<file path="config.mk">
export PLATFORM = sky130hd
export DESIGN_NAME = ceiu_top
export DESIGN_NICKNAME = d
export VERILOG_FILES = /design/src/inc/ceiu_pkg.sv /design/src/hw/ceiu_sticky.sv /design/src/hw/ceiu_pulse_gen.sv /design/src/hw/ceiu_top.sv
export VERILOG_INCLUDE_DIRS = /design/src /design/src/inc
export SDC_FILE = /design/constraint.sdc
export NUM_CORES = 1
export LEC_CHECK = 0
export BUFFER_PORTS_ARGS = -buffer_cell sky130_fd_sc_hd__buf_4
export CAP_MARGIN = 20
export CORE_MARGIN = 1.5
export CORE_UTILIZATION = 50
export DETAILED_ROUTE_END_ITERATION = 6
export PLACE_DENSITY_LB_ADDON = 0.25
export SYNTH_ARGS = -nofsm -noshare
export SYNTH_HDL_FRONTEND = slang
export SYNTH_SLANG_ARGS = --single-unit
</file>
<file path="constraint.sdc">
create_clock -name clk -period 5.15 [get_ports clk]
set_clock_uncertainty 0.05 [all_clocks]
set_input_delay 0.2575 -clock clk [delete_from_list [all_inputs] [get_ports clk]]
set_output_delay 0.2575 -clock clk [all_outputs]
set_load 0.05 [all_outputs]
</file>
<file path="src/inc/ceiu_consts.svh">
`ifndef CEIU_CONSTS_SVH
`define CEIU_CONSTS_SVH

// ==========================================
// register offsets
`define CEIU_OFF_OVF_STICKY 8'h2a
`define CEIU_OFF_OVF_LIVE 8'h2b
`define CEIU_OFF_EVT_STICKY_A 8'h2c
`define CEIU_OFF_EVT_STICKY_B 8'h2d
`define CEIU_OFF_LIVE_A 8'h2e
`define CEIU_OFF_LIVE_B 8'h2f
`define CEIU_OFF_IRQ1_CTL 8'h30
`define CEIU_OFF_IRQ2_CTL 8'h31
`define CEIU_OFF_IRQ_STATUS 8'h38
`define CEIU_OFF_IRQ_MASK 8'h39

// ==========================================
// reset values
`define CEIU_RST_CTL 8'h00
`define CEIU_RST_MASK 8'h00
`define CEIU_RST_FLAGS 8'h00
`define CEIU_RD_UNMAPPED 8'h00

// ==========================================
// overflow flag bits
`define CEIU_B_DAC_OVF_L 7
`define CEIU_B_DAC_OVF_R 6
`define CEIU_B_ADC_OVF_L 3
`define CEIU_B_ADC_OVF_R 2

// ==========================================
// first live/sticky flag byte
`define CEIU_B_OC_L 7
`define CEIU_B_OC_R 6
`define CEIU_B_BUTTON 5
`define CEIU_B_HEADSET 4
`define CEIU_B_DRC_L 3
`define CEIU_B_DRC_R 2

// ==========================================
// second live/sticky flag byte
`define CEIU_B_NOISE_L 6
`define CEIU_B_NOISE_R 5
`define CEIU_B_DC_L 2
`define CEIU_B_DC_R 1

// ==========================================
// control, status and mask bits
`define CEIU_B_EN_INSERT 7
`define CEIU_B_EN_BUTTON 6
`define CEIU_B_EN_DRC 5
`define CEIU_B_EN_NOISE 4
`define CEIU_B_EN_OC 3
`define CEIU_B_EN_OVF 2
`define CEIU_B_EN_DC 1
`define CEIU_B_TRAIN 0

// ==========================================
// pulse timing
`define CEIU_PULSE_NS 2000000
`define CEIU_CLK_PERIOD_NS 4

`endif

</file>
<file path="src/inc/ceiu_pkg.sv">
package ceiu_pkg;

    // ==========================================
    // carriers
    typedef struct packed {
        logic oc_left;
        logic oc_right;
        logic button;
        logic headset_in;
        logic drc_left;
        logic drc_right;
        logic noise_left;
        logic noise_right;
        logic dc_left;
        logic dc_right;
        logic dac_ovf_left;
        logic dac_ovf_right;
        logic adc_ovf_left;
        logic adc_ovf_right;
    } ceiu_events_type;

    typedef struct packed {
        logic [7:0] addr;
        logic [7:0] wdata;
        logic wr;
        logic rd;
    } ceiu_bus_req_type;

    // ==========================================
    // pulse generator states
    typedef enum logic [2:0] {
        CEIU_IDLE = 3'b001,
        CEIU_HIGH = 3'b010,
        CEIU_LOW = 3'b100
    } ceiu_pulse_state_type;

endpackage : ceiu_pkg

</file>
<file path="src/hw/ceiu_sticky.sv">
`timescale 1ns/1ns
module ceiu_sticky #(
    parameter int unsigned W = 8
) (
    input wire logic clk,
    input wire logic rst_n,
    input wire logic [W-1:0] set,
    input wire logic [W-1:0] clr,
    output logic [W-1:0] q
);
    import ceiu_pkg::*;

    logic [W-1:0] q_q;
    logic [W-1:0] q_d;

    if (W < 1) begin : g_bad_w
        $error("ceiu_sticky: W must be at least 1");
    end

    // a set in the clearing cycle survives
    assign q_d = (q_q & ~clr) | set;

    always_ff @(posedge clk) begin
        if (!rst_n) begin
            q_q <= '0;
        end else begin
            q_q <= q_d;
        end
    end

    assign q = q_q;
endmodule : ceiu_sticky

</file>
<file path="src/hw/ceiu_pulse_gen.sv">
`timescale 1ns/1ns
module ceiu_pulse_gen #(
    parameter int unsigned PULSE_CYCLES = 500000,
    parameter int unsigned CNT_W = 20
) (
    input wire logic clk,
    input wire logic rst_n,
    input wire logic trig,
    input wire logic train,
    input wire logic stop,
    output logic pulse_out
);
    import ceiu_pkg::*;

    ceiu_pulse_state_type state_q;
    logic [CNT_W-1:0] cnt_q;
    logic last;

    if (PULSE_CYCLES < 1 || PULSE_CYCLES >= (64'd1 << CNT_W)) begin : g_bad_cnt
        $error("ceiu_pulse_gen: PULSE_CYCLES does not fit CNT_W");
    end

    assign last = (cnt_q == CNT_W'(PULSE_CYCLES - 1));

    // ==========================================
    // state
    // a new event restarts the pulse, even against a stop
    always_ff @(posedge clk) begin
        if (!rst_n) begin
            state_q <= CEIU_IDLE;
        end else if (trig) begin
            state_q <= CEIU_HIGH;
        end else begin
            unique case (state_q)
                CEIU_IDLE: begin
                    state_q <= CEIU_IDLE;
                end
                CEIU_HIGH: begin
                    if (train && stop) begin
                        state_q <= CEIU_IDLE;
                    end else if (last) begin
                        state_q <= train ? CEIU_LOW : CEIU_IDLE;
                    end
                end
                CEIU_LOW: begin
                    if (stop || !train) begin
                        state_q <= CEIU_IDLE;
                    end else if (last) begin
                        state_q <= CEIU_HIGH;
                    end
                end
            endcase
        end
    end

    // ==========================================
    // phase counter, high and low phases equal
    always_ff @(posedge clk) begin
        if (!rst_n) begin
            cnt_q <= '0;
        end else if (trig || last || state_q == CEIU_IDLE) begin
            cnt_q <= '0;
        end else begin
            cnt_q <= cnt_q + CNT_W'(1);
        end
    end

    assign pulse_out = (state_q == CEIU_HIGH);
endmodule : ceiu_pulse_gen

</file>
<file path="src/hw/ceiu_top.sv">
// Implementation choice: the strobed register port.
`timescale 1ns/1ns
`include "ceiu_consts.svh"
module ceiu_top #(
    parameter int unsigned PULSE_CYCLES = `CEIU_PULSE_NS / `CEIU_CLK_PERIOD_NS,
    parameter int unsigned CNT_W = 20
) (
    input wire logic clk,
    input wire logic rst_n,
    input wire ceiu_pkg::ceiu_bus_req_type bus_req,
    output logic [7:0] bus_rdata,
    input wire ceiu_pkg::ceiu_events_type events,
    output logic first_interrupt_output,
    output logic second_interrupt_output,
    output logic irq
);
    import ceiu_pkg::*;

    // ==========================================
    // elaboration checks
    if (PULSE_CYCLES < 1) begin : g_bad_pulse
        $error("ceiu_top: PULSE_CYCLES must be at least 1");
    end

    // ==========================================
    // functions
    function automatic logic [7:0] ceiu_ovf_byte(input ceiu_events_type e);
        logic [7:0] b;
        b = 8'h00;
        b[`CEIU_B_DAC_OVF_L] = e.dac_ovf_left;
        b[`CEIU_B_DAC_OVF_R] = e.dac_ovf_right;
        b[`CEIU_B_ADC_OVF_L] = e.adc_ovf_left;
        b[`CEIU_B_ADC_OVF_R] = e.adc_ovf_right;
        return b;
    endfunction : ceiu_ovf_byte

    function automatic logic [7:0] ceiu_byte_a(input ceiu_events_type e);
        logic [7:0] b;
        b = 8'h00;
        b[`CEIU_B_OC_L] = e.oc_left;
        b[`CEIU_B_OC_R] = e.oc_right;
        b[`CEIU_B_BUTTON] = e.button;
        b[`CEIU_B_HEADSET] = e.headset_in;
        b[`CEIU_B_DRC_L] = e.drc_left;
        b[`CEIU_B_DRC_R] = e.drc_right;
        return b;
    endfunction : ceiu_byte_a

    function automatic logic [7:0] ceiu_byte_b(input ceiu_events_type e);
        logic [7:0] b;
        b = 8'h00;
        b[`CEIU_B_NOISE_L] = e.noise_left;
        b[`CEIU_B_NOISE_R] = e.noise_right;
        b[`CEIU_B_DC_L] = e.dc_left;
        b[`CEIU_B_DC_R] = e.dc_right;
        return b;
    endfunction : ceiu_byte_b

    // groups event edges into the enable layout
    function automatic logic [7:0] ceiu_causes(input ceiu_events_type r);
        logic [7:0] c;
        c = 8'h00;
        c[`CEIU_B_EN_INSERT] = r.headset_in;
        c[`CEIU_B_EN_BUTTON] = r.button;
        c[`CEIU_B_EN_DRC] = r.drc_left | r.drc_right;
        c[`CEIU_B_EN_NOISE] = r.noise_left | r.noise_right;
        c[`CEIU_B_EN_OC] = r.oc_left | r.oc_right;
        c[`CEIU_B_EN_OVF] = r.dac_ovf_left | r.dac_ovf_right | r.adc_ovf_left | r.adc_ovf_right;
        c[`CEIU_B_EN_DC] = r.dc_left | r.dc_right;
        return c;
    endfunction : ceiu_causes

    // ==========================================
    // bus decode
    logic wr_ctl1;
    logic wr_ctl2;
    logic wr_mask;
    logic wr_status;
    logic rd_ovf_sticky;
    logic rd_sticky_a;
    logic rd_sticky_b;
    logic train_stop;

    assign wr_ctl1 = bus_req.wr && bus_req.addr == `CEIU_OFF_IRQ1_CTL;
    assign wr_ctl2 = bus_req.wr && bus_req.addr == `CEIU_OFF_IRQ2_CTL;
    assign wr_mask = bus_req.wr && bus_req.addr == `CEIU_OFF_IRQ_MASK;
    assign wr_status = bus_req.wr && bus_req.addr == `CEIU_OFF_IRQ_STATUS;
    assign rd_ovf_sticky = bus_req.rd && bus_req.addr == `CEIU_OFF_OVF_STICKY;
    assign rd_sticky_a = bus_req.rd && bus_req.addr == `CEIU_OFF_EVT_STICKY_A;
    assign rd_sticky_b = bus_req.rd && bus_req.addr == `CEIU_OFF_EVT_STICKY_B;

    // reading any sticky register ends a train
    assign train_stop = rd_ovf_sticky | rd_sticky_a | rd_sticky_b;

    // ==========================================
    // control registers
    logic [7:0] ctl1_q;
    logic [7:0] ctl2_q;
    logic [7:0] mask_q;

    always_ff @(posedge clk) begin
        if (!rst_n) begin
            ctl1_q <= `CEIU_RST_CTL;
        end else if (wr_ctl1) begin
            ctl1_q <= bus_req.wdata;
        end
    end

    always_ff @(posedge clk) begin
        if (!rst_n) begin
            ctl2_q <= `CEIU_RST_CTL;
        end else if (wr_ctl2) begin
            ctl2_q <= bus_req.wdata;
        end
    end

    always_ff @(posedge clk) begin
        if (!rst_n) begin
            mask_q <= `CEIU_RST_MASK;
        end else if (wr_mask) begin
            mask_q <= bus_req.wdata;
        end
    end

    // ==========================================
    // event edges
    ceiu_events_type prev_q;
    ceiu_events_type rise;
    logic headset_change;

    // previous sample cleared in reset, so an event already high at release counts as an edge
    always_ff @(posedge clk) begin
        if (!rst_n) begin
            prev_q <= '0;
        end else begin
            prev_q <= events;
        end
    end

    assign rise = events & ~prev_q;
    assign headset_change = events.headset_in ^ prev_q.headset_in;

    // ==========================================
    // sticky flags
    logic [23:0] sticky_set;
    logic [23:0] sticky_clr;
    logic [23:0] sticky_q;
    logic [7:0] sticky_a_set;

    always_comb begin
        sticky_a_set = ceiu_byte_a(events);
        sticky_a_set[`CEIU_B_HEADSET] = headset_change;
    end

    assign sticky_set = {ceiu_ovf_byte(events), sticky_a_set, ceiu_byte_b(events)};
    // read clears the read byte only
    assign sticky_clr = {{8{rd_ovf_sticky}}, {8{rd_sticky_a}}, {8{rd_sticky_b}}};

    ceiu_sticky #(
        .W(24)
    ) u_flags (
        .clk(clk),
        .rst_n(rst_n),
        .set(sticky_set),
        .clr(sticky_clr),
        .q(sticky_q)
    );

    // ==========================================
    // interrupt routing
    logic [7:0] causes;
    logic trig1;
    logic trig2;

    assign causes = ceiu_causes(rise);

    assign trig1 = |(causes & ctl1_q & ~8'h01);
    assign trig2 = |(causes & ctl2_q & ~8'h01);

    // ==========================================
    // pulse generators
    // output one pulse form
    ceiu_pulse_gen #(
        .PULSE_CYCLES(PULSE_CYCLES),
        .CNT_W(CNT_W)
    ) u_pulse1 (
        .clk(clk),
        .rst_n(rst_n),
        .trig(trig1),
        .train(ctl1_q[`CEIU_B_TRAIN]),
        .stop(train_stop),
        .pulse_out(first_interrupt_output)
    );

    ceiu_pulse_gen #(
        .PULSE_CYCLES(PULSE_CYCLES),
        .CNT_W(CNT_W)
    ) u_pulse2 (
        .clk(clk),
        .rst_n(rst_n),
        .trig(trig2),
        .train(ctl2_q[`CEIU_B_TRAIN]),
        .stop(train_stop),
        .pulse_out(second_interrupt_output)
    );

    // ==========================================
    // software interrupt status
    logic [7:0] status_q;
    logic [7:0] status_clr;

    // write one to clear; bit 0 has no source
    assign status_clr = wr_status ? bus_req.wdata : 8'h00;

    ceiu_sticky #(
        .W(8)
    ) u_status (
        .clk(clk),
        .rst_n(rst_n),
        .set(causes),
        .clr(status_clr),
        .q(status_q)
    );

    assign irq = |(status_q & mask_q);

    // ==========================================
    // read data
    logic [7:0] rdata_d;
    logic [7:0] rdata_q;

    // sticky bytes read their value before the clear lands
    always_comb begin
        rdata_d = `CEIU_RD_UNMAPPED;
        unique case (bus_req.addr)
            `CEIU_OFF_OVF_STICKY: rdata_d = sticky_q[23:16];
            `CEIU_OFF_OVF_LIVE: rdata_d = ceiu_ovf_byte(events);
            `CEIU_OFF_EVT_STICKY_A: rdata_d = sticky_q[15:8];
            `CEIU_OFF_EVT_STICKY_B: rdata_d = sticky_q[7:0];
            `CEIU_OFF_LIVE_A: rdata_d = ceiu_byte_a(events);
            `CEIU_OFF_LIVE_B: rdata_d = ceiu_byte_b(events);
            `CEIU_OFF_IRQ1_CTL: rdata_d = ctl1_q;
            `CEIU_OFF_IRQ2_CTL: rdata_d = ctl2_q;
            `CEIU_OFF_IRQ_STATUS: rdata_d = status_q;
            `CEIU_OFF_IRQ_MASK: rdata_d = mask_q;
            default: rdata_d = `CEIU_RD_UNMAPPED;
        endcase
    end

    // data stand only in the cycle after the strobe
    always_ff @(posedge clk) begin
        if (!rst_n) begin
            rdata_q <= 8'h00;
        end else if (bus_req.rd) begin
            rdata_q <= rdata_d;
        end else begin
            rdata_q <= 8'h00;
        end
    end

    assign bus_rdata = rdata_q;
endmodule : ceiu_top

</file>
Word-level counts from Yosys, hierarchy flattened:

Cells that the tools add are included.

* register bits: 124
* input port bits: 34
* output and inout bits: 11
* word-level logic and storage cells: 121

* add/subtract/negate cells: 2
* equal/unequal tests: 26
* muxes and demuxes: 16
* bitwise logic cells: 22
* reduce and logical (&&, ||, !) cells: 29

Operators by type and width (number)
* 8-bit by 6-bit == test with 1-bit output, second input constant: 10
* 8-bit one-hot mux with 10 select lines: 1
* 20-bit by 1-bit adder with 20-bit output, second input constant: 2
* 20-bit by 19-bit == test with 1-bit output, second input constant: 2
* 8-bit bitwise AND: 4
* 3-bit two-way mux: 10
* 24-bit bitwise AND: 1
* 24-bit NOT: 1
* 24-bit bitwise OR: 1
* 8-bit OR reduction: 3
* 3-bit one-hot mux with 3 select lines: 2
* 4-bit by 1-bit inequality test with 1-bit output, second input constant: 4
* 14-bit bitwise AND: 1
* 14-bit NOT: 1
* 7-bit OR reduction: 2
* 3-bit by 1-bit inequality test with 1-bit output, second input constant: 4
* 2-bit AND reduction: 5
* 1-bit logical AND: 9
* 1-bit bitwise OR: 9
* 8-bit two-way mux: 1
* 8-bit NOT: 1
* 8-bit bitwise OR: 1
* 3-bit by 1-bit == test with 1-bit output, second input constant: 2
* 3-bit by 2-bit == test with 1-bit output, second input constant: 2
* other kinds (7): 16

Depth between registers and ports, before layout:

Gate-level depths: netlist of run 1.

* word-level depth: 10
* gate-level depth with buffers: 7
* depth with buffers taken out: 6

Modules after synthesis:

Synthesis of run 1 repeated with hierarchy kept, for this count alone.

* cell total of the unflattened synthesis: 652
* area, all modules: 6044.5 sq um

Modules (own cells, without submodules)
* ceiu_top: instances 1, cells each 297, area an instance 2561.2 sq um, seq. area each 920.9 sq um
* ceiu_pulse_gen: instances 2, cells each 128, area an instance 1156.1 sq um, seq. area each 460.4 sq um
* ceiu_sticky at u_flags: instances 1, cells each 74, area an instance 833.3 sq um, seq. area each 480.5 sq um
* ceiu_sticky at u_status: instances 1, cells each 25, area an instance 337.8 sq um, seq. area each 160.2 sq um

Worst setup path before layout of run 1:

OpenSTA, ideal clock, no wires.

* path type: register to register
* start point: reg u_pulse2.cnt_q[0]
* end point: reg u_pulse2.state_q[2]
* library setup time: 0.116 ns
* data arrival time: 1.597 ns
* data required time: 4.984 ns
* path slack: 3.387 ns
* cell stages (with the launch flop): 6
* path buffers: 0
* clock period less this slack: 1.763 ns
* path through: dfxtp_1 > ha_1 > nand4_2 > nor4_1 > mux2_1 > and4_1

* longest elaborated chain between the ends: 3
* elaborated cells on any way between the ends: 4
* classes of those cells: eq/ne (3); reduce/logical (1)

RTL lines
* start: declaration: RTL line ceiu_pulse_gen.sv:16 `logic [CNT_W-1:0] cnt_q;`
* start signal: assignment: RTL line ceiu_pulse_gen.sv:64 `cnt_q <= cnt_q + CNT_W'(1);`
* 20-bit by 19-bit == test with 1-bit output *: RTL line ceiu_pulse_gen.sv:23 `assign last = (cnt_q == CNT_W'(PULSE_CYCLES - 1));`
* 3-bit by 1-bit inequality test with 1-bit output (no line)
* 2-bit AND reduction (no line) *
* end signal: assignment: RTL line ceiu_pulse_gen.sv:42 `state_q <= train ? CEIU_LOW : CEIU_IDLE;`
* end: declaration: RTL line ceiu_pulse_gen.sv:15 `ceiu_pulse_state_type state_q;`

Mark *: on every way between the ends. The rest lies on a longest branch, timed or not.
A chain may end at the register's enable or synchronous reset.

Worst setup path after layout of run 1:

* start point: in events[8] (netlist bit)
* end point: reg u_pulse1.state_q[2]

* longest elaborated chain between the ends: 4

RTL lines
* start: declaration: RTL line ceiu_top.sv:12 `input wire ceiu_pkg::ceiu_events_type events,`
* 14-bit bitwise AND: RTL line ceiu_top.sv:140 `assign rise = events & ~prev_q;`
* 1-bit bitwise OR: RTL line ceiu_top.sv:65 `` c[`CEIU_B_EN_DRC] = r.drc_left | r.drc_right; ``
* 8-bit bitwise AND: RTL line ceiu_top.sv:177 `assign trig1 = |(causes & ctl1_q & ~8'h01);`
* 8-bit OR reduction (no line)
* end signal: assignment: RTL line ceiu_pulse_gen.sv:42
* end: declaration: RTL line ceiu_pulse_gen.sv:15

Every way passes these cells.

==> flow_summary.toml, run 1 <==
[yosys]
synth_commonest_cells = "124 x dfxtp_1, 48 x nor3_1, 44 x nor2_1, 38 x nand2_1, 29 x nand3_1"
synth-edff-count = 0
synth_area_leader_cell = "dfxtp_1"
synthCells = 609
synth.most_common_cell = "dfxtp_1"
synth_top_flop_cell = "dfxtp_1"
syn_avg_cell_area_um2 = 9.23
ys_ff_latch = 124
synth.area.top_cells = "dfxtp_1 44%, mux2i_1 5.0%, nor3_1 4.3%"
yosysWarnings = 0
yosysSeqAreaShare_pct = 44.2
async_flop_share_pct = 0
synth_area_um2 = 5620
syn_nets = 646
synth_top_area_share_pct = 44.2
synth_cell_types = 70

[floorplanning]
rows = 38
core_um2 = 10900
dieArea_um2 = 11900
dieHeight_um = 109
ios = 45
start_util_pct = 51.6
die_x_um = 109

[global_route]
grt_use_total_pct = 26.0
antenna_found_initial = 0
grt_pass1_wl_mm = 23.1
grt_max_degree = 33
gr-total-overflow = 0
grt_pass1_vias = 4549

[placement]
dp_cells = 765
dp_hpwl_mm = 9.75
io_buffers = 44
globalplace.congestion = 0.849
post-place-ws_ns = 2.69

[clocking]
cts.sinks = 124
cts-root-buf = "clkbuf_8"
clk_latency_ns = 0.54
post_cts_resize_count = 0
clock_path_buffers = 2
clk_pin_slew_ns = 0.06
cts-htree-levels = 4
postCtsHoldBufs = 23
cts_made_buffers = 17
cts_setup_buffers = 0
cts_tree = "done"

[layout]
drive_above_1_share_pct = 15.0
nNetsFinal = 704
n_antenna_cell = 0
final_core_util_pct = 63.0
final_cells = 820
syn_to_final_growth_pct = 21.9

[detailed_routing]
wirelength_mm = 14.4
drc_errors = 0
drtAntennaViolNets = 0
via_per_inst = 5.78
drtIter0Drc = 395
num_vias = 4740
avgRoutedWirePerCell_um = 17.6
firstDrtPassIters = 5

[timing]
max_slew_margin_pct = 40.5
finalCritPeriodShare_pct = 48.5
fin_ws_ns = 2.65
worst_slew_pin_slew_ns = 0.890
report.final.slew_viol_count = 0
fin_setup_tns_ns = 0
period_minus_slack_ns = 2.50
finalHoldViolations = 0
setup_viol = 0
rsz0062_at_grt = "false"
fmaxAchievable_mhz = 400

[setup_path]
critPathKind = "in2reg"
start_kind = "primary input"
crit_path_end_kind = "register"
worstPathRequired_ns = 5.53
crit_path_start = "events[8]"
critPathArrivalTime_ns = 2.87
cp_max_fo = 21
rr_startpoint = "prev_q[10]"

[pwr]
powerDensity_nw_per_um2 = 352
p_leak_nw = 2.72
power.total_mw = 2.41
ir_worst_vdd_mv = 0.248

[flow_run]
max_cap_violations = 0

[run_status]
status = "complete, no violations"

[min_path]
hp-class = "in2reg"
hold_path.startpoint = "bus_req[1]"
==> per-stage QoR <==
stage / hold WS [ns] / cell area [um2]
final: 0.0311 / 6850
after global routing: 0.0387 / 6850
after CTS: 0.0227 / 6850
after detailed placement: 0.391 / 5990
after global placement: 0.382 / 5990
after floorplan: 0.295 / 5620
==> cells in the final DEF, fill, tap and decap left out, drive strengths merged, types with 6 or more instances in the layout <==
cell type / n
mux2: 6
nor4: 7
nor3: 50
nand4: 15
nor2b: 10
inv: 16
a21boi: 7
a21oi: 23
a31oi: 8
nand2: 39
clkbuf: 18
a22oi: 7
a21o: 16
buf: 46
mux2i: 28
xnor2: 13
nand2b: 8
dlygate4sd3: 23
clkinv: 6
o21a: 8
and2: 23
nor2: 45
xor2: 23
nand3: 31
and3: 9
dfxtp: 124
==> state kept, by name, indices dropped and copies added (netlist names) <==
name / count
prev_q: 14
u_status.q: 8
ctl2_q: 8
u_pulse1.cnt_q: 20
mask_q: 8
u_pulse2.cnt_q: 20
u_flags.q: 24
bus_rdata: 8
u_pulse1.state_q: 3
u_pulse2.state_q: 3
ctl1_q: 8
==> metal layers <==
metal	part of all wire [%]	global-route usage, %	vias to the layer above
met5	0	0	-
met4	2.7	13.3	0
li1	-	-	2315
met2	49	42.5	143
met3	5.5	5.86	26
met1	43	32.0	2256
==> area by class of cell <==
cell class	instances	area, um2
fillers	906	4030
repair buffers	69	576
clock buffers	18	418
flip-flops and latches	124	2480
multi-input cells	440	2930
inverters	15	56.3
clock inverters	14	219
well taps	140	175
==> report_power, final <==
group | total (mW) | internal [mW] | switching, mW
Sequential | 0.992 | 0.981 | 0.0116
Clock | 1.28 | 0.837 | 0.448
Combinational | 0.134 | 0.0600 | 0.0743
==> path summary, 6_finish.rpt <==
path                                             to  slack, ns  cells after the start
worst max-delay path            u_pulse1.state_q[2]       2.65                      7
worst min-delay path                      mask_q[3]       0.03                      3
worst max register to register   u_pulse2.cnt_q[13]       2.73                      6
worst min register to register         u_flags.q[6]       0.40                      1
==> cells by family (layout without fill, tap and decap cells) <==
kind of cell	count (synthesis)	in the layout	synth area share (%)
AO/OA/AOI/OAI	106	106	13.9
XOR/XNOR	36	36	5.61
adder cells (fa/ha/maj)	3	3	0.668
buffers and inverters	45	116	3.76
flip-flops	124	124	44.2
multiplexers	35	35	6.59
AND/OR/NAND/NOR	260	260	25.4
==> critical path, cell delays in order <==
cell	delay, ns
dlygate4sd3_1	0.56
buf_4	0.15
inv_2	0.04
o22ai_1	0.16
a222oi_1	0.48
nand4_1	0.77
nor4_1	0.45
(Power assumes the default switching activity.)
==> run 2, diff against run 1 <==
Clock period 5.15 ns to 2.6 ns, I/O delays scaled along.
==> run 2 against run 1 <==
Compared with the run above: worst hold slack gained 0.045 ns; clock power grew 91%; global-route usage grew 1.7 points; core utilization grew 0.64 points; register-to-register slack lost 2.2 ns; combinational power grew 110%; largest cell class unchanged.
==> flow_summary.toml, run 2 (synthesis gave the netlist of run 1 again) <==
[run_status]
status = "complete, no violations"

[floorplanning]
dieHeight_um = 109
start_util_pct = 51.6
dieArea_um2 = 11900
core_um2 = 10900
die_x_um = 109
ios = 45
rows = 38

[timing]
rsz0062_at_grt = "false"
worst_slew_pin_slew_ns = 0.667
fmaxAchievable_mhz = 488
period_minus_slack_ns = 2.05
setup_viol = 0
finalHoldViolations = 0
fin_setup_tns_ns = 0
report.final.slew_viol_count = 0
max_slew_margin_pct = 55.4
finalCritPeriodShare_pct = 78.8

[setup_path]
critPathKind = "reg2reg"
start_kind = "register"
crit_path_end_kind = "register"
worstPathRequired_ns = 2.92
cp_max_fo = 20
crit_chain = "or4b_4 > nor3_2 > nand4_1 > nand2_1 > nor3_1"
critPathArrivalTime_ns = 2.37
slowest_stage = "nand2_1"
max_stage_delay_ns = 0.55

[layout]
nNetsFinal = 714
final_cells = 829
largest_register_ffs = 24
n_antenna_cell = 0
final_cell_mix = "124 x dfxtp_1, 52 x buf_4, 48 x nor3_1"
drive_above_1_share_pct = 15.7
final_common_cell = "dfxtp_1"
syn_to_final_growth_pct = 23.2

[clocking]
cts-root-buf = "clkbuf_8"
clock_path_buffers = 2
cts-htree-levels = 4
clk_pin_slew_ns = 0.06
cts_made_buffers = 17
post_cts_resize_count = 0
clk_latency_ns = 0.53
cts.sinks = 124
cts_tree = "done"

[global_route]
grt_pass1_wl_mm = 24.9
antenna_found_initial = 0
grt_use_total_pct = 27.7
grt_max_degree = 33
gr-total-overflow = 0
grt_pass1_vias = 4845

[detailed_routing]
drtAntennaViolNets = 0
wirelength_mm = 15.1
via_per_inst = 5.96
num_vias = 4937
drtIter0Drc = 397
drc_errors = 0
firstDrtPassIters = 5
avgRoutedWirePerCell_um = 18.2

[flow_run]
max_cap_violations = 0

[pwr]
p_leak_nw = 2.76
powerDensity_nw_per_um2 = 678
ir_worst_vdd_mv = 0.604

[placement]
io_buffers = 44
dp_hpwl_mm = 10.2
dp_cells = 771
globalplace.congestion = 0.853

[min_path]
hp-class = "in2reg"
-- run 2: changes by cell type in the layout (fill, tap and decap cells not counted), moves of 3 or more --
| cell | delta |
|---|---|
| buf_4 | +6 |
| clkbuf_8 | +3 |
| clkinv_4 | -3 |
| dlygate4sd3_1 | +4 |
-- run 2: worst paths after layout --
check | startpoint | to | slack [ns] | depth (start not counted)
worst min register to register | u_flags.q[11] | u_flags.q[11] | 0.40 | 1
worst max-delay path | u_pulse1.cnt_q[8] | u_pulse1.cnt_q[12] | 0.55 | 5
worst min-delay path | bus_req[11] | bus_rdata[3] | 0.08 | 3
worst max register to register | u_pulse1.cnt_q[8] | u_pulse1.cnt_q[12] | 0.55 | 5
-- run 2: layout make-up --
type / count / area [um2]
timing repair buffer: 79 / 661
clock inverter: 11 / 166
sequential: 124 / 2480
fill: 886 / 3960
multi-input combinational: 440 / 2930
clock buffer: 20 / 455
inverter: 15 / 56.3
tap: 140 / 175
-- run 2: what timing repair did --
action / 4_1_cts / 5_1_grt
setup endpoints to repair: 0 / 0
hold endpoints to repair: 64 / 0
hold buffers: 27 / 0
setup buffers: 0 / 0
-- run 2: worst max-delay path: cells and delay by family (launching register included) --
kind | cells | cell delay (ns)
simple gates | 5 | 1.45
flops | 1 | 0.40
-- run 2: power breakdown --
group          leakage [nW]  total (mW)  internal [mW]  switching, mW
registers              1.01        1.97           1.94         0.0228
clock network         0.299        2.45           1.62          0.831
logic                  1.45       0.277          0.126          0.150
total                  2.76        4.70           3.69           1.00
-- run 2: stage by stage --
| stage | instance area [um2] | hold WS [ns] | utilization [%] | worst slack (ns) | power (mW) |
|---|---|---|---|---|---|
| 2_1_floorplan | 5620 | 0.167 | - | 0.837 | 2.14 |
| 3_3_place_gp | 6030 | 0.309 | 55.4 | 0.703 | 2.24 |
| 3_5_place_dp | 6030 | 0.319 | 55.4 | 0.618 | 2.25 |
| 4_1_cts | 6920 | 0.0476 | 63.6 | 0.573 | 4.72 |
| 5_1_grt | 6920 | 0.0911 | 63.6 | 0.413 | 4.84 |
| 6_report | 6920 | 0.0759 | 63.6 | 0.552 | 4.70 |
-- run 2: layer usage --
| metal | wire (um) | vias to the layer above | GRT usage, % |
|---|---|---|---|
| met5 | 0 | - | 0 |
| met4 | 414 | 0 | 11.6 |
| met2 | 7600 | 188 | 47.2 |
| met3 | 963 | 30 | 6.40 |
| li1 | - | 2349 | - |
| met1 | 6100 | 2370 | 33.3 |
==> run 3, diff against run 2 <==
Clock period 2.6 ns to 1.65 ns, I/O delays scaled along.
==> run 3 against run 2 <==
Compared with the run above: the run now ends with setup timing left; via count is 6.4% higher; setup slack worse by 0.66 ns; combinational power is 90% higher; critical path type unchanged.
==> flow_summary.toml, run 3 (synthesis gave the netlist of run 1 again) <==
[placement]
post-place-ws_ns = -0.194
dp_hpwl_mm = 10.7
io_buffers = 44
globalplace.congestion = 0.912

[setup_path]
start_kind = "register"
cp_max_fo = 5
worstPathRequired_ns = 2.06
critPathArrivalTime_ns = 2.17
crit_path_end_kind = "register"
critPathKind = "reg2reg"

[pwr]
cellInternalPower_mw = 5.61
switchingPower_mw = 1.58
power_frac_seq_pct = 43.1
powerDensity_nw_per_um2 = 913
ir_worst_vdd_mv = 0.877
p_comb_share_pct = 7.3
power.total_mw = 7.19
p_leak_nw = 3.24
p_clk_share_pct = 49.6
swShare_pct = 21.9

[timing]
period_minus_slack_ns = 1.76
rsz0062_at_grt = "true"
setup_viol = 43
fin_ws_ns = -0.107
fmaxAchievable_mhz = 569
fin_setup_tns_ns = -1.88
worst_slew_pin_slew_ns = 0.412
max_slew_margin_pct = 72.3
report.final.slew_viol_count = 0
finalHoldViolations = 0
finalCritPeriodShare_pct = 107

[floorplanning]
die_x_um = 109
ios = 45
dieHeight_um = 109
dieArea_um2 = 11900
rows = 38
core_um2 = 10900
start_util_pct = 51.6

[detailed_routing]
wirelength_mm = 16.3
drc_errors = 0
via_per_inst = 5.81
firstDrtPassIters = 7
drtIter0Drc = 338
num_vias = 5251
drtAntennaViolNets = 0
avgRoutedWirePerCell_um = 18.0

[global_route]
grt_pass1_vias = 5215
grt_pass1_wl_mm = 25.5
use_met3_pct = 6.81
grtUsageMet1_pct = 32.5
gr-total-overflow = 0
use_met2_pct = 50.1
grt_busiest_layer = "met2"
antenna_found_initial = 0
grt_max_degree = 25
grt_use_total_pct = 28.5

[clocking]
clk_pin_slew_ns = 0.06
cts_made_buffers = 17
cts_tree = "done"
clock_path_buffers = 2
clk_latency_ns = 0.54
cts.sinks = 124
cts-htree-levels = 4
cts-root-buf = "clkbuf_8"

[layout]
fillers = 801
syn_to_final_growth_pct = 40.0
drive_above_1_share_pct = 30.2
final_common_cell = "dfxtp_1"
multi_input_area_um2 = 3300
seqCellArea_um2 = 2490
final_cell_mix = "117 x dfxtp_1, 112 x buf_4, 44 x nor2_1"
largest_register_ffs = 24
n_antenna_cell = 0
nNetsFinal = 789

[min_path]
hp-class = "in2reg"

[run_status]
violations = "setup timing"
status = "finished, violations left"

[flow_run]
max_cap_violations = 0
-- run 3: cell types whose count changed in the layout (fill, tap and decap cells not counted), moves of 5 or more --
cell and change:
buf_4 +60, nor3_1 -24, nor3_2 +17, buf_6 +7, dfxtp_1 -7, dfxtp_2 +7, nor3_4 +7, dlygate4sd3_1 +5
nor4_1 -5
-- run 3: worst paths after layout --
kind | from | cells after the start | slack (ns) | end
setup / recovery | prev_q[10] | 8 | -0.11 | u_pulse1.cnt_q[3]
hold / removal | bus_req[13] | 4 | 0.03 | bus_rdata[1]
setup reg to reg | prev_q[10] | 8 | -0.11 | u_pulse1.cnt_q[3]
hold reg to reg | u_flags.q[14] | 1 | 0.40 | u_flags.q[14]
-- run 3: per-stage QoR --
step | cells | hold WS (ns) | util, % | cell area (um2)
global route | 904 | 0.0100 | 72.3 | 7870
finish | 904 | 0.0259 | 72.3 | 7870
floorplan | 609 | 0.120 | - | 5650
CTS | 898 | 0.0160 | 70.0 | 7620
global placement | 827 | 0.256 | 59.6 | 6490
detailed placement | 827 | 0.260 | 59.6 | 6490
-- run 3: metal layers --
metal  share of wire [%]  vias to the layer above
met5                   0                        -
met4                 2.7                        0
met3                 4.6                       38
met2                  53                      148
met1                  40                     2576
li1                    -                     2489
-- run 3: power groups by stage --
stage | logic, mW | registers, mW | clock network [mW]
after CTS | 0.494 | 3.10 | 3.61
after floorplan | 0.219 | 3.15 | 0
after global routing | 0.558 | 3.10 | 3.77
after global placement | 0.402 | 3.16 | 0
after detailed placement | 0.411 | 3.16 | 0
final | 0.525 | 3.10 | 3.56
-- run 3: layout make-up --
class,count,share of cell area [%]
sequential,124,31.6
timing repair buffer,154,16.3
multi-input combinational,440,41.9
tap,140,2.23
inverter,15,0.715
clock inverter,7,1.11
clock buffer,24,6.10
-- run 3: what timing repair did --
item	4_1_cts	5_1_grt
setup endpoints to repair	45	46
hold endpoints to repair	67	0
hold buffers	32	0
resized for setup	40	44
buffers inserted	4	5
pin swaps	10	28
cloned	4	1
-- run 3: critical path, stage by stage (launching register included) --
cell	delay, ns
dfxtp_1	0.31
inv_1	0.06
ha_4	0.17
a222oi_1	0.22
buf_4	0.18
nand4_1	0.15
buf_4	0.20
buf_2	0.16
nor3_1	0.17
